File: src/core/exposure_ctrl_pkg.sv
// Package: constants shared by the line scan exposure controller files
// Summary of operation
// - Off mode: free-running, no duration control
// - Timed mode: trigger starts preset-length exposure
// - Pulse mode: exposure follows trigger active width
// - Timed and pulse exposures get sensor offset
// - Offset 3.11us colour, 1.54us monochrome
// - Duration minimum 0.11us, step 0.01us
// - Common sharing: one duration for RGB
// - Individual sharing: per-channel durations, picked channel
// - Individual: channel exposures staggered, end together
// - Non-timed mode forces common sharing
// - Duration priority refuses line period below exposure
// - Rate priority clamps duration to line period
// - TTL pulse minima and width corrections applied
// - Internal trigger delays 2.00/0.13/0.91us
// - TTL delays 2.13/2.41us off, 0.50us pulse-low
// - Exposure indication includes the sensor offset
package exposure_ctrl_pkg;

  // ----------------------------------------------------------------
  // Clock and time units
  // ----------------------------------------------------------------
  localparam int CLK_PERIOD_NS   = 100;            // 10 MHz mclk
  localparam int UNIT_NS         = 10;             // 0.01 us setting step
  localparam int UNITS_PER_CLK   = CLK_PERIOD_NS / UNIT_NS;
  localparam int UNIT_W          = 24;             // Width of unit counters

  // Duration limits and reset values, in 0.01 us units
  localparam logic [23:0] DUR_MIN_UNITS     = 24'h00000b; // 0.11 us
  localparam logic [23:0] DUR_RESET_UNITS   = 24'h0003e8; // 10 us
  localparam logic [23:0] PERIOD_RESET_UNITS = 24'h002710; // 100 us

  // Sensor offset per variant, and TTL width corrections, in ns
  localparam int OFFSET_COLOUR_NS = 3110;
  localparam int OFFSET_MONO_NS   = 1540;
  localparam int CORR_TTL_HI_NS   = 420;
  localparam int CORR_TTL_LO_NS   = 60;
  localparam int OFFSET_COLOUR_UNITS = OFFSET_COLOUR_NS / UNIT_NS;
  localparam int OFFSET_MONO_UNITS   = OFFSET_MONO_NS / UNIT_NS;
  localparam int CORR_TTL_HI_UNITS   = CORR_TTL_HI_NS / UNIT_NS;
  localparam int CORR_TTL_LO_UNITS   = CORR_TTL_LO_NS / UNIT_NS;

  // Trigger to exposure delays, ns, by source then mode
  localparam int DLY_INT_OFF_NS   = 2000;
  localparam int DLY_INT_TIM_NS   = 130;
  localparam int DLY_INT_PW_NS    = 910;
  localparam int DLY_TTLH_OFF_NS  = 2130;
  localparam int DLY_TTLH_TIM_NS  = 250;
  localparam int DLY_TTLH_PW_NS   = 210;
  localparam int DLY_TTLL_OFF_NS  = 2410;
  localparam int DLY_TTLL_TIM_NS  = 540;
  localparam int DLY_TTLL_PW_NS   = 500;
  localparam int DLY_OPTO_OFF_NS  = 2000;
  localparam int DLY_OPTO_TIM_NS  = 200;
  localparam int DLY_OPTO_PW_NS   = 160;

  // Least delays round up to whole cycles
  function automatic int ns2cyc(input int ns);
    int c;
    c = (ns + CLK_PERIOD_NS - 1) / CLK_PERIOD_NS;
    return (c < 1) ? 1 : c;
  endfunction

  // ----------------------------------------------------------------
  // Register map (byte offsets on the plain port)
  // ----------------------------------------------------------------
  localparam logic [3:0] REG_CTRL     = 4'h0;
  localparam logic [3:0] REG_DURATION = 4'h4;
  localparam logic [3:0] REG_PERIOD   = 4'h8;
  localparam logic [3:0] REG_STATUS   = 4'hc;

  // Control field positions
  localparam int CTRL_MODE_LSB  = 0;  // 2 bits
  localparam int CTRL_SHARE_BIT = 2;
  localparam int CTRL_PICK_LSB  = 3;  // 2 bits
  localparam int CTRL_PRIO_BIT  = 5;
  localparam int CTRL_TRIG_BIT  = 6;
  localparam int CTRL_SRC_LSB   = 7;  // 3 bits
  localparam logic [9:0] CTRL_RESET = 10'h000;

  // Exposure control select encoding
  typedef enum logic [1:0] {
    MODE_OFF   = 2'h0,
    MODE_TIMED = 2'h1,
    MODE_PULSE = 2'h2
  } exp_mode_t;

  // Trigger source encoding
  typedef enum logic [2:0] {
    SRC_INTERNAL = 3'h0,
    SRC_TTL_HI   = 3'h1,
    SRC_TTL_LO   = 3'h2,
    SRC_OPTO_HI  = 3'h3,
    SRC_OPTO_LO  = 3'h4
  } trig_src_t;

  // Sequencer states, Gray along idle-delay-expose-offset
  typedef enum logic [1:0] {
    ST_IDLE   = 2'b00,
    ST_DELAY  = 2'b01,
    ST_EXPOSE = 2'b11,
    ST_OFFSET = 2'b10
  } exp_state_t;

endpackage

File: src/core/unit_down_counter.sv
// Saturating down counter with load, used for delays and exposure spans
`timescale 1ns/100ps
module unit_down_counter #(
  parameter int W    = 24,
  parameter int STEP = 1
) (
  input  wire logic         mclk,
  input  wire logic         rst_n,
  input  wire logic         load,      // Load takes priority over counting
  input  wire logic [W-1:0] loadValue,
  output logic      [W-1:0] count,
  output logic              done       // Last step of the span
);

  localparam logic [W-1:0] STEP_W = W'(STEP);

  // ----------------------------------------------------------------
  // Count down by STEP, stopping at zero
  // ----------------------------------------------------------------
  always_ff @(posedge mclk or negedge rst_n) begin
    if (!rst_n) begin
      count <= '0;
    end else if (load) begin
      count <= loadValue;
    end else if (count > STEP_W) begin
      count <= count - STEP_W;
    end else begin
      count <= '0;
    end
  end

  // Done in the cycle the remainder fits in one step
  assign done = (count <= STEP_W);

endmodule

File: src/core/line_scan_exposure_control.sv
// Exposure sequencer, channel staggering and register port of the line scan controller
`timescale 1ns/100ps
module line_scan_exposure_control #(
  parameter bit COLOUR = 1'b1   // 1: trilinear colour, 0: monochrome
) (
  input  wire logic        mclk,
  input  wire logic        rst_n,
  input  wire logic [3:0]  addr,
  input  wire logic [31:0] wrData,
  input  wire logic        wrEn,
  input  wire logic        rdEn,
  output logic      [31:0] rdData,
  input  wire logic        trigInternal,      // Same-clock trigger from internal logic
  input  wire logic        trigPin,           // TTL or opto trigger pin
  output logic             exposureInProgress,
  output logic      [2:0]  channelExposure    // Red, green, blue sensor exposure
);

  localparam int W = exposure_ctrl_pkg::UNIT_W;

  // ----------------------------------------------------------------
  // Registers and state
  // ----------------------------------------------------------------
  logic [9:0]   ctrl;                 // Control word
  logic [W-1:0] dur [3];              // Durations per channel, 0.01 us units
  logic [W-1:0] linePeriod;           // Line period, 0.01 us units
  logic         refused;              // Last period write was refused
  exposure_ctrl_pkg::exp_state_t state;
  exposure_ctrl_pkg::exp_state_t next_state;
  logic         trigMeta;             // Synchroniser first stage
  logic         trigSync;             // Synchroniser second stage
  logic         trigPrev;             // Previous active trigger level

  // Decoded control fields
  exposure_ctrl_pkg::exp_mode_t  mode;
  exposure_ctrl_pkg::trig_src_t  src;
  logic [1:0]   pick;
  logic         rateWins;
  logic         trigEnable;
  logic         individual;           // Effective per-channel sharing

  assign mode       = exposure_ctrl_pkg::exp_mode_t'(ctrl[exposure_ctrl_pkg::CTRL_MODE_LSB +: 2]);
  assign src        = exposure_ctrl_pkg::trig_src_t'(ctrl[exposure_ctrl_pkg::CTRL_SRC_LSB +: 3]);
  assign pick       = ctrl[exposure_ctrl_pkg::CTRL_PICK_LSB +: 2];
  assign rateWins   = ctrl[exposure_ctrl_pkg::CTRL_PRIO_BIT];
  assign trigEnable = ctrl[exposure_ctrl_pkg::CTRL_TRIG_BIT];
  // Colour only, and only while timed
  assign individual = COLOUR && ctrl[exposure_ctrl_pkg::CTRL_SHARE_BIT]
                      && (mode == exposure_ctrl_pkg::MODE_TIMED);

  // ----------------------------------------------------------------
  // Functions
  // ----------------------------------------------------------------
  // Trigger to exposure delay in cycles for a source and mode
  function automatic logic [W-1:0] delayCycles(input exposure_ctrl_pkg::trig_src_t s,
                                               input exposure_ctrl_pkg::exp_mode_t m);
    int ns;
    ns = exposure_ctrl_pkg::DLY_INT_OFF_NS;
    case (s)
      exposure_ctrl_pkg::SRC_TTL_HI: begin
        ns = (m == exposure_ctrl_pkg::MODE_OFF)   ? exposure_ctrl_pkg::DLY_TTLH_OFF_NS :
             (m == exposure_ctrl_pkg::MODE_TIMED) ? exposure_ctrl_pkg::DLY_TTLH_TIM_NS :
                                                    exposure_ctrl_pkg::DLY_TTLH_PW_NS;
      end
      exposure_ctrl_pkg::SRC_TTL_LO: begin
        ns = (m == exposure_ctrl_pkg::MODE_OFF)   ? exposure_ctrl_pkg::DLY_TTLL_OFF_NS :
             (m == exposure_ctrl_pkg::MODE_TIMED) ? exposure_ctrl_pkg::DLY_TTLL_TIM_NS :
                                                    exposure_ctrl_pkg::DLY_TTLL_PW_NS;
      end
      exposure_ctrl_pkg::SRC_OPTO_HI, exposure_ctrl_pkg::SRC_OPTO_LO: begin
        ns = (m == exposure_ctrl_pkg::MODE_OFF)   ? exposure_ctrl_pkg::DLY_OPTO_OFF_NS :
             (m == exposure_ctrl_pkg::MODE_TIMED) ? exposure_ctrl_pkg::DLY_OPTO_TIM_NS :
                                                    exposure_ctrl_pkg::DLY_OPTO_PW_NS;
      end
      default: begin
        ns = (m == exposure_ctrl_pkg::MODE_OFF)   ? exposure_ctrl_pkg::DLY_INT_OFF_NS :
             (m == exposure_ctrl_pkg::MODE_TIMED) ? exposure_ctrl_pkg::DLY_INT_TIM_NS :
                                                    exposure_ctrl_pkg::DLY_INT_PW_NS;
      end
    endcase
    return W'(exposure_ctrl_pkg::ns2cyc(ns));
  endfunction

  // Raise a written duration to the least legal value
  function automatic logic [W-1:0] atLeastMin(input logic [W-1:0] v);
    return (v < exposure_ctrl_pkg::DUR_MIN_UNITS) ? exposure_ctrl_pkg::DUR_MIN_UNITS : v;
  endfunction

  // ----------------------------------------------------------------
  // Trigger input: pin synchronised, polarity and source chosen
  // ----------------------------------------------------------------
  // Pin passes two flops before any logic looks at it
  always_ff @(posedge mclk or negedge rst_n) begin
    if (!rst_n) begin
      trigMeta <= 1'b0;
      trigSync <= 1'b0;
    end else begin
      trigMeta <= trigPin;
      trigSync <= trigMeta;
    end
  end

  logic trigActive;
  logic trigEdge;
  // Active-low sources are inverted so active means asserted
  assign trigActive = (src == exposure_ctrl_pkg::SRC_INTERNAL) ? trigInternal :
                      (src == exposure_ctrl_pkg::SRC_TTL_LO ||
                       src == exposure_ctrl_pkg::SRC_OPTO_LO) ? ~trigSync : trigSync;
  assign trigEdge = trigActive & ~trigPrev;

  // Previous level for edge detection
  always_ff @(posedge mclk or negedge rst_n) begin
    if (!rst_n) begin
      trigPrev <= 1'b0;
    end else begin
      trigPrev <= trigActive;
    end
  end

  // ----------------------------------------------------------------
  // Derived exposure figures
  // ----------------------------------------------------------------
  logic [W-1:0] longest;       // Longest channel duration
  logic [W-1:0] offsetUnits;   // Sensor offset for this variant
  logic [W-1:0] corrUnits;     // Pulse width correction for the source
  logic [W-1:0] offDuration;   // Free-running span in off mode

  always_comb begin
    longest = dur[0];
    if (individual && dur[1] > longest) begin
      longest = dur[1];
    end
    if (individual && dur[2] > longest) begin
      longest = dur[2];
    end
  end

  assign offsetUnits = COLOUR ? W'(exposure_ctrl_pkg::OFFSET_COLOUR_UNITS)
                              : W'(exposure_ctrl_pkg::OFFSET_MONO_UNITS);
  // Internal logic pulses need no correction
  assign corrUnits = (src == exposure_ctrl_pkg::SRC_TTL_HI) ?
                     W'(exposure_ctrl_pkg::CORR_TTL_HI_UNITS) :
                     (src == exposure_ctrl_pkg::SRC_TTL_LO) ?
                     W'(exposure_ctrl_pkg::CORR_TTL_LO_UNITS) :
                     '0;
  // Leave one clock of gap so the next line is never missed
  assign offDuration = (linePeriod > W'(2 * exposure_ctrl_pkg::UNITS_PER_CLK)) ?
                       linePeriod - W'(exposure_ctrl_pkg::UNITS_PER_CLK) :
                       W'(exposure_ctrl_pkg::UNITS_PER_CLK);

  // ----------------------------------------------------------------
  // Counters
  // ----------------------------------------------------------------
  logic         dLoad, eLoad, lineDone, periodWrite;
  logic [W-1:0] dVal, eVal, eCount;
  logic         dDone, eDone;

  // Delay counter in clock cycles
  unit_down_counter #(.W(W), .STEP(1)) delayCnt (
    .mclk(mclk), .rst_n(rst_n), .load(dLoad), .loadValue(dVal), .count(), .done(dDone));

  // Exposure counter in 0.01 us units, ten per clock
  unit_down_counter #(.W(W), .STEP(exposure_ctrl_pkg::UNITS_PER_CLK)) exposeCnt (
    .mclk(mclk), .rst_n(rst_n), .load(eLoad), .loadValue(eVal), .count(eCount),
    .done(eDone));

  // Line pacing timer for free-running operation
  unit_down_counter #(.W(W), .STEP(exposure_ctrl_pkg::UNITS_PER_CLK)) lineCnt (
    .mclk(mclk), .rst_n(rst_n), .load(lineDone | periodWrite), .loadValue(linePeriod),
    .count(), .done(lineDone));

  // ----------------------------------------------------------------
  // Exposure sequencer
  // ----------------------------------------------------------------
  logic startEvt;
  // Triggers pace lines when enabled, else the line timer
  assign startEvt = trigEnable ? trigEdge : lineDone;

  always_comb begin
    next_state = state;
    dLoad = 1'b0;
    dVal  = delayCycles(src, mode);
    eLoad = 1'b0;
    eVal  = (mode == exposure_ctrl_pkg::MODE_OFF) ? offDuration : longest;
    case (state)
      exposure_ctrl_pkg::ST_IDLE: begin
        // Starts arriving while busy are dropped
        if (startEvt && trigEnable) begin
          next_state = exposure_ctrl_pkg::ST_DELAY;
          dLoad = 1'b1;
        end else if (startEvt) begin
          next_state = exposure_ctrl_pkg::ST_EXPOSE;
          eLoad = 1'b1;
        end
      end
      exposure_ctrl_pkg::ST_DELAY: begin
        if (dDone) begin
          next_state = exposure_ctrl_pkg::ST_EXPOSE;
          eLoad = 1'b1;
        end
      end
      exposure_ctrl_pkg::ST_EXPOSE: begin
        if (mode == exposure_ctrl_pkg::MODE_PULSE && trigEnable) begin
          // Span follows the trigger; correction trims the offset tail
          if (!trigActive) begin
            next_state = exposure_ctrl_pkg::ST_OFFSET;
            eLoad = 1'b1;
            eVal  = offsetUnits - corrUnits;
          end
        end else if (eDone) begin
          // Off mode has no offset tail
          next_state = (mode == exposure_ctrl_pkg::MODE_OFF) ? exposure_ctrl_pkg::ST_IDLE
                                                             : exposure_ctrl_pkg::ST_OFFSET;
          eLoad = (mode != exposure_ctrl_pkg::MODE_OFF);
          eVal  = offsetUnits;
        end
      end
      default: begin
        if (eDone) begin
          next_state = exposure_ctrl_pkg::ST_IDLE;
        end
      end
    endcase
  end

  // State register
  always_ff @(posedge mclk or negedge rst_n) begin
    if (!rst_n) begin
      state <= exposure_ctrl_pkg::ST_IDLE;
    end else begin
      state <= next_state;
    end
  end

  // Indication covers exposure and offset tail alike
  always_ff @(posedge mclk or negedge rst_n) begin
    if (!rst_n) begin
      exposureInProgress <= 1'b0;
    end else begin
      exposureInProgress <= (state == exposure_ctrl_pkg::ST_EXPOSE) ||
                            (state == exposure_ctrl_pkg::ST_OFFSET);
    end
  end

  // Channels join once the remaining span fits their own duration
  genvar c;
  generate
    for (c = 0; c < 3; c++) begin : g_chan
      always_ff @(posedge mclk or negedge rst_n) begin
        if (!rst_n) begin
          channelExposure[c] <= 1'b0;
        end else if (state == exposure_ctrl_pkg::ST_EXPOSE) begin
          channelExposure[c] <= !individual || (eCount <= dur[c]);
        end else begin
          channelExposure[c] <= (state == exposure_ctrl_pkg::ST_OFFSET);
        end
      end
    end
  endgenerate

  // ----------------------------------------------------------------
  // Register writes
  // ----------------------------------------------------------------
  logic [W-1:0] wrDur;
  logic         durWrite;
  assign durWrite    = wrEn && (addr == exposure_ctrl_pkg::REG_DURATION);
  assign periodWrite = wrEn && (addr == exposure_ctrl_pkg::REG_PERIOD);
  // Under rate priority a duration cannot pass the line period
  assign wrDur = (rateWins && atLeastMin(wrData[W-1:0]) > linePeriod) ?
                 linePeriod : atLeastMin(wrData[W-1:0]);

  // Control word; sharing drops to common outside timed mode
  always_ff @(posedge mclk or negedge rst_n) begin
    if (!rst_n) begin
      ctrl <= exposure_ctrl_pkg::CTRL_RESET;
    end else if (wrEn && addr == exposure_ctrl_pkg::REG_CTRL) begin
      ctrl <= wrData[9:0];
      if (wrData[1:0] != exposure_ctrl_pkg::MODE_TIMED) begin
        ctrl[exposure_ctrl_pkg::CTRL_SHARE_BIT] <= 1'b0;
      end
    end
  end

  // Durations: common writes all, individual writes the picked one
  generate
    for (c = 0; c < 3; c++) begin : g_dur
      always_ff @(posedge mclk or negedge rst_n) begin
        if (!rst_n) begin
          dur[c] <= exposure_ctrl_pkg::DUR_RESET_UNITS;
        end else if (durWrite && (!individual || pick == 2'(c))) begin
          dur[c] <= wrDur;
        end else if (periodWrite && rateWins && dur[c] > wrData[W-1:0]) begin
          dur[c] <= atLeastMin(wrData[W-1:0]);
        end
      end
    end
  endgenerate

  // Line period; duration priority refuses periods below the exposure
  always_ff @(posedge mclk or negedge rst_n) begin
    if (!rst_n) begin
      linePeriod <= exposure_ctrl_pkg::PERIOD_RESET_UNITS;
      refused    <= 1'b0;
    end else if (periodWrite) begin
      refused <= !rateWins && (wrData[W-1:0] < longest);
      if (rateWins || wrData[W-1:0] >= longest) begin
        linePeriod <= atLeastMin(wrData[W-1:0]);
      end
    end else if (durWrite && !rateWins && wrDur > linePeriod) begin
      // A longer exposure slows the line to fit it
      linePeriod <= wrDur;
    end
  end

  // ----------------------------------------------------------------
  // Register reads, data valid the cycle after the strobe
  // ----------------------------------------------------------------
  always_ff @(posedge mclk or negedge rst_n) begin
    if (!rst_n) begin
      rdData <= '0;
    end else if (!rdEn) begin
      rdData <= '0;
    end else if (addr == exposure_ctrl_pkg::REG_CTRL) begin
      rdData <= {22'h0, ctrl};
    end else if (addr == exposure_ctrl_pkg::REG_DURATION) begin
      rdData <= {8'h00, individual ? dur[pick] : dur[0]};
    end else if (addr == exposure_ctrl_pkg::REG_PERIOD) begin
      rdData <= {8'h00, linePeriod};
    end else if (addr == exposure_ctrl_pkg::REG_STATUS) begin
      rdData <= {27'h0, refused, individual, state, exposureInProgress};
    end else begin
      rdData <= '0;
    end
  end

endmodule

File: config.mk
export PLATFORM = sky130hd
export DESIGN_NAME = line_scan_exposure_control
export DESIGN_NICKNAME = d
export VERILOG_FILES = /design/src/core/exposure_ctrl_pkg.sv /design/src/core/unit_down_counter.sv /design/src/core/line_scan_exposure_control.sv
export SDC_FILE = /design/constraint.sdc
export NUM_CORES = 1
export LEC_CHECK = 0
export ABC_AREA = 1
export ABC_CLOCK_PERIOD_IN_PS = 10900
export BUFFER_PORTS_ARGS = -buffer_cell sky130_fd_sc_hd__buf_2
export CAP_MARGIN = 0
export CORE_MARGIN = 2
export CORE_UTILIZATION = 34
export DETAILED_ROUTE_END_ITERATION = 10
export GPL_TIMING_DRIVEN = 0
export MAX_ROUTING_LAYER = met4
export SLEW_MARGIN = 20
export SYNTH_ARGS = -nofsm -noshare
export SYNTH_HDL_FRONTEND = slang
export SYNTH_SLANG_ARGS = --single-unit
File: constraint.sdc
create_clock -name mclk -period 10.9 [get_ports mclk]
set_clock_uncertainty 0.05 [all_clocks]
set_input_delay 0 -clock mclk [delete_from_list [all_inputs] [get_ports mclk]]
set_output_delay 0 -clock mclk [all_outputs]
set_load 0.05 [all_outputs]
Yosys cells after proc, flatten, opt, wreduce, memory -nomap -nowiden

Index checks and enable logic that the tools add are counted.

Register bits after elaboration: 220
Input port bits: 42
Output and inout port bits: 36
Logic and storage cells: 188

Add/subtract/negate cells: 7
Div/mod/pow operators: 1
$lt $le $gt $ge: 22
Equal/unequal tests: 20
Mux-type cells: 71
Bitwise gates (word level): 5
Reductions and logical operators: 44

Operators with widths:

| cell                    | count |
|---|---|
| $mux W24                | 33 |
| $gt A24 B24 Y1          | 7 |
| $le A24 B24 Y1          | 3 |
| $sub A24 B4 Y24 const B | 3 |
| $bmux W24 S2            | 1 |
| $gt A24 B4 Y1 const B   | 2 |
| $le A24 B4 Y1 const B   | 2 |
| $pmux W12 S3            | 1 |
| $add A32 B8 Y32 const B | 1 |
| $div A32 B8 Y32 const B | 1 |
| $lt A32 B2 Y1 const B   | 1 |
| $sub A32 B2 Y32 const B | 1 |
| $ge A24 B24 Y1          | 1 |
| $gt A24 B1 Y1 const B   | 1 |
| $gt A24 B5 Y1 const B   | 1 |
| $le A24 B1 Y1 const B   | 1 |
| $lt A24 B24 Y1          | 1 |
| $lt A24 B4 Y1 const B   | 1 |
| $mux W12                | 2 |
| $sub A24 B1 Y24 const B | 1 |
| $mux W11                | 2 |
| $mux W10                | 2 |
| $logic_and A1 B1 Y1     | 19 |
| $mux W2                 | 8 |
| other kinds (33)        | 74 |

Longest topological paths before layout

Depth in word-level cells: 12
Mapped depth: 40
Mapped depth without buffers: 35

Cells and area by module

A second synthesis with hierarchy kept.

Cell total of the unflattened synthesis: 2729
Area total of the unflattened synthesis: 19745.2 um^2

By module, submodules not included:

| module                        | times used | cells each | area an instance (um^2) | seq. area each (um^2) |
|---|---|---|---|---|
| line_scan_exposure_control    | 1          | 2093       | 15087.0                 | 3532.1 |
| unit_down_counter (delayCnt)  | 1          | 229        | 1606.5                  | 600.6 |
| unit_down_counter (exposeCnt) | 1          | 203        | 1537.7                  | 600.6 |
| unit_down_counter (lineCnt)   | 1          | 204        | 1514.0                  | 600.6 |

Worst setup path before layout

No wires, ideal clock.

Kind: reg2reg
Start point: register dur[51] (netlist name)
End point: register linePeriod[3]
Data arrival time: 5337 ps
Required time: 10719 ps
Path slack: 5382 ps
Cell stages (with the launch flop): 38
Buffers on the path: 5
Clock period less this slack: 5518 ps
Cells stage by stage: dfstp_2 inv_1 ha_1 a21oi_1 nand2_1 o21bai_1 nand3_1 nand2_1 nand4_1 o21ai_1 buf_2 buf_2 nand2_1 o21ai_0 ha_1 nand4_1 or3_1 nor4_1 [... 2 more ...] buf_2 clkbuf_1 nand2_1 o21ai_0 ha_1 a21oi_1 nor2_1 a211oi_1 nor2_1 nor4_1 nand2_1 a21oi_1 a22oi_1 inv_2 buf_4 a21oi_1 o21ai_0 o21ai_0

Word-level cells in the longest chain between the ends: 10

Ends and longest elaborated chain:

| item                             | line                              | RTL |
|---|---|---|
| start: declaration               | line_scan_exposure_control.sv:25  | `logic [W-1:0] dur [3];` |
| start signal: indexed assignment | line_scan_exposure_control.sv:289 | `dur[c] <= exposure_ctrl_pkg::DUR_RESET_UNITS;` |
| start signal: indexed assignment | line_scan_exposure_control.sv:291 | `dur[c] <= wrDur;` |
| start signal: indexed assignment | line_scan_exposure_control.sv:293 | `dur[c] <= atLeastMin(wrData[W-1:0]);` |
| $gt A24 B24 Y1                   | line_scan_exposure_control.sv:130 | `if (individual && dur[1] > longest) begin` |
| $logic_and A1 B1 Y1              | line_scan_exposure_control.sv:130 |  |
| $mux W24 *                       | line_scan_exposure_control.sv:130 |  |
| $gt A24 B24 Y1                   | line_scan_exposure_control.sv:133 | `if (individual && dur[2] > longest) begin` |
| $logic_and A1 B1 Y1              | line_scan_exposure_control.sv:133 |  |
| $mux W24 *                       | line_scan_exposure_control.sv:133 |  |
| $ge A24 B24 Y1 *                 | line_scan_exposure_control.sv:306 | `if (rateWins \|\| wrData[W-1:0] >= longest) begin` |
| $logic_or A1 B1 Y1 *             | line_scan_exposure_control.sv:306 |  |
| $ne A2 B1 Y1 (no line) *         | --                                |  |
| $reduce_and A2 Y1 (no line) *    | --                                |  |
| end signal: assignment           | line_scan_exposure_control.sv:302 | `linePeriod <= exposure_ctrl_pkg::PERIOD_RESET_UNITS;` |
| end signal: assignment           | line_scan_exposure_control.sv:307 | `linePeriod <= atLeastMin(wrData[W-1:0]);` |
| end signal: assignment           | line_scan_exposure_control.sv:311 | `linePeriod <= wrDur;` |
| end: declaration                 | line_scan_exposure_control.sv:26  | `logic [W-1:0] linePeriod;` |

Mark *: on every way between the ends. The rest lies on a longest branch, timed or not.
A chain may end at the register's enable or synchronous reset.

Worst setup path after layout

Start point: register dur[51] (netlist name)
End point: register linePeriod[13]

Same word-level chain as after synthesis.

==> out/results.ini <==
[global_routing]
grt_pass1_wl_um=111400
grt-ovfl-total=0
grt_usage_pct=26.57
grt_max_degree=89
antenna_found_initial=1
grt_pass1_vias=18400

[cells_and_area]
syn_to_final_growth_pct=13.69
fill_cells=5671
design_area_um2=21410
nNetsFinal=2946
layout-drive-gt1-share_pct=9.043

[timing]
fmax_ghz=0.1149
period_needed_ns=8.700
finalCritPeriodShare_pct=79.81
rsz0062_at_grt=no
fin_setup_tns_ns=0
setup_violations=0
final-hold-violation-count=0
slew_headroom_pct=39.39
slew_viol_final=0
worst_pin_slew_ns=0.9092
post-route-worst-setup-slack_ns=2.200

[setup_path]
r2r_end=linePeriod[13]
reg2reg_from=dur[51]
end_kind=flip-flop
path_max_fanout=10
reg2reg_slack_ns=2.20
worst_path_max_delay_cell=a22oi_1
path_class=reg2reg
arrival_ns=9.13
start_kind=flip-flop
critical_path.max_stage_delay_ns=0.75
worst-endpoint-required_ns=11.33
reg2regPathDepth=32

[synth]
syn_avg_cell_area_um2=7.537
synth_edf_count=0
ys_seq_elements=212
synth_cell_types=69
seq_area_frac_synth_pct=28.32
syn-cell-area_um2=18830
synth_top_flop_cell=dfrtp_1
synthArstFlopShare_pct=100.0
ys_warn_count=0
syn_inst=2499

[die]
fp.dieArea_um2=57290
die_w_um=239.4
pin_count=78
die_h_um=239.4
rows=86
start_util_pct=34.25
core_area_um2=54990

[pwr]
switching_share_pct=50.49
vdd_drop_max_mv=0.1305
p_per_area_nw_per_um2=246.8
internal_power_mw=2.617
leakagePower_nw=9.800
p_clk_share_pct=17.4
p_comb_share_pct=57.7
power.switching_mw=2.668
p_seq_share_pct=24.9

[clock_network]
cts_buffers=27
cts-root-buf=clkbuf_16
clock_latency_ns=0.58
cts-hold-fix-buffers=35
clkSlewWorstSetupHoldPaths_ns=0.07
ctsResizeCount=0
htreeDepth=1
cts_max_path_buffers=3
post_cts_buffers=0
clock_sinks=212
cts_tree=built

[status]
status=completed

[placement]
dp_hpwl_um=62070
place_congestion=0.9933
io_buffers=61
dpl_cell_area_um2=20170
dpl_worst_slack_ns=2.479

[drt]
firstDrtPassIters=8
wirelength_um=74770
drc=0
viasPerCell=5.570
vias=18960
drt_first_iter_violations=1990
drtAntennaViolNets=0
drt-wirelength-per-cell_um=21.97

[min_path]
hold_class=in2reg
hold-path-cell-count=3
min_from=wrData[14]
worstHoldEndpoint=dur[38]

[job]
maxCapViolCount=0

-- cell usage in the layout (no fill, tap or decap), types with 23 or more instances in the layout --
master,instances
dfrtp_1,189
nor2_1,237
o22ai_1,55
dfstp_2,23
nand3_1,76
o21ai_1,24
a21oi_1,164
o21ai_0,247
o221ai_1,41
clkbuf_16,27
nor3_1,40
nand4_1,40
ha_1,271
xnor2_1,28
buf_2,68
xor2_1,47
clkbuf_1,84
inv_1,281
nand2_1,402
dlygate4sd3_1,34
-- cell families after synthesis --
kind of cell	after synthesis	share of synthesized area [%]
fa+ha+maj	271	18.00
simple gates	872	20.43
flops	212	28.32
other cells	1	0.01991
buf+inv	397	8.337
compound gates	671	21.40
xor+xnor	75	3.488
-- layout make-up --
class / instances / area, um^2 / area share [%]
clock buffers: 38 / 757.0 / 3.535
diodes: 2 / 5.005 / 0.02337
clock inverters: 12 / 116.4 / 0.5434
repair buffers: 98 / 738.2 / 3.447
well taps: 748 / 935.9 / 4.371
plain buffers: 100 / 449.2 / 2.098
multi-input cells: 1897 / 11960 / 55.84
flip-flops and latches: 212 / 5334 / 24.91
inverters: 297 / 1121 / 5.236
-- state kept, by name, summed over array words and instances, names as in the netlist, 2 cells and up --
signal           flops
linePeriod          24
rdData              24
dur                 72
channelExposure      3
exposeCnt.count     24
state                2
delayCnt.count      24
lineCnt.count       24
ctrl                10
-- per-stage QoR --
stage	power (mW)	util (%)	cells	hold WS, ns
after floorplan	3.288	-	2506	-0.3456
after global placement	4.211	36.56	3315	0.06055
after detailed placement	4.282	36.68	3317	-0.09171
after CTS	5.227	38.93	3402	0.004563
after global routing	5.711	38.94	3403	0.05284
final	5.285	38.94	3404	0.03320
-- how the worst max path moves through the flow --
stage	start	endpoint	slack [ns]	cells past startpoint
5_1_grt	dur[51]	linePeriod[17]	1.96	32
2_1_floorplan	dur[51]	linePeriod[3]	5.38	37
6_report	dur[51]	linePeriod[13]	2.20	32
4_1_cts	dur[51]	linePeriod[13]	2.43	32
3_3_place_gp	dur[51]	linePeriod[13]	2.42	32
3_5_place_dp	dur[51]	linePeriod[13]	2.48	32
-- power groups by stage --
stage | combinational (mW) | clock (mW) | sequential (mW)
finish | 3.05 | 0.918 | 1.32
floorplan | 2.05 | 0 | 1.24
detailed placement | 2.97 | 0 | 1.32
global route | 3.41 | 0.957 | 1.34
CTS | 2.99 | 0.931 | 1.30
global placement | 2.90 | 0 | 1.31
-- critical path: cells and delay by family (launching register included) --
kind	cells	cell delay (ns)
flops	1	0.56
fa+ha+maj	3	1.04
compound gates	11	2.56
buf+inv	6	1.85
simple gates	12	2.50
-- metal layers --
layer  GRT usage, %  vias to the layer above  share of wire (%)
met2          41.51                      767                 45
li1               -                     8934                  -
met4          9.886                        0                4.1
met5              -                        -                  0
met1          35.67                     9107                 44
met3          2.582                      151                6.7
-- synthesized netlist by cell type (all sizes together), types with 6 or more instances --
cell type	number	area, um^2
ha	271	3391
o22ai	55	344.1
a211oi	15	112.6
nor2	246	965.9
nand2	426	1684
nor3	43	230.2
clkbuf	79	307.8
nand3b	6	57.56
buf	21	141.4
nand3	85	485.5
nand4	40	250.2
a21oi	167	862.1
a31oi	13	81.33
o211ai	15	112.6
xor2	47	411.6
o21ai	289	1521
a22oi	16	120.1
xnor2	28	245.2
o21bai	10	75.07
o221ai	41	359.1
inv	293	1105
a221oi	21	183.9
dfstp	23	604.3
nor4	16	106.4
dfrtp	189	4730
No activity file was read; power rests on OpenSTA's default activity.
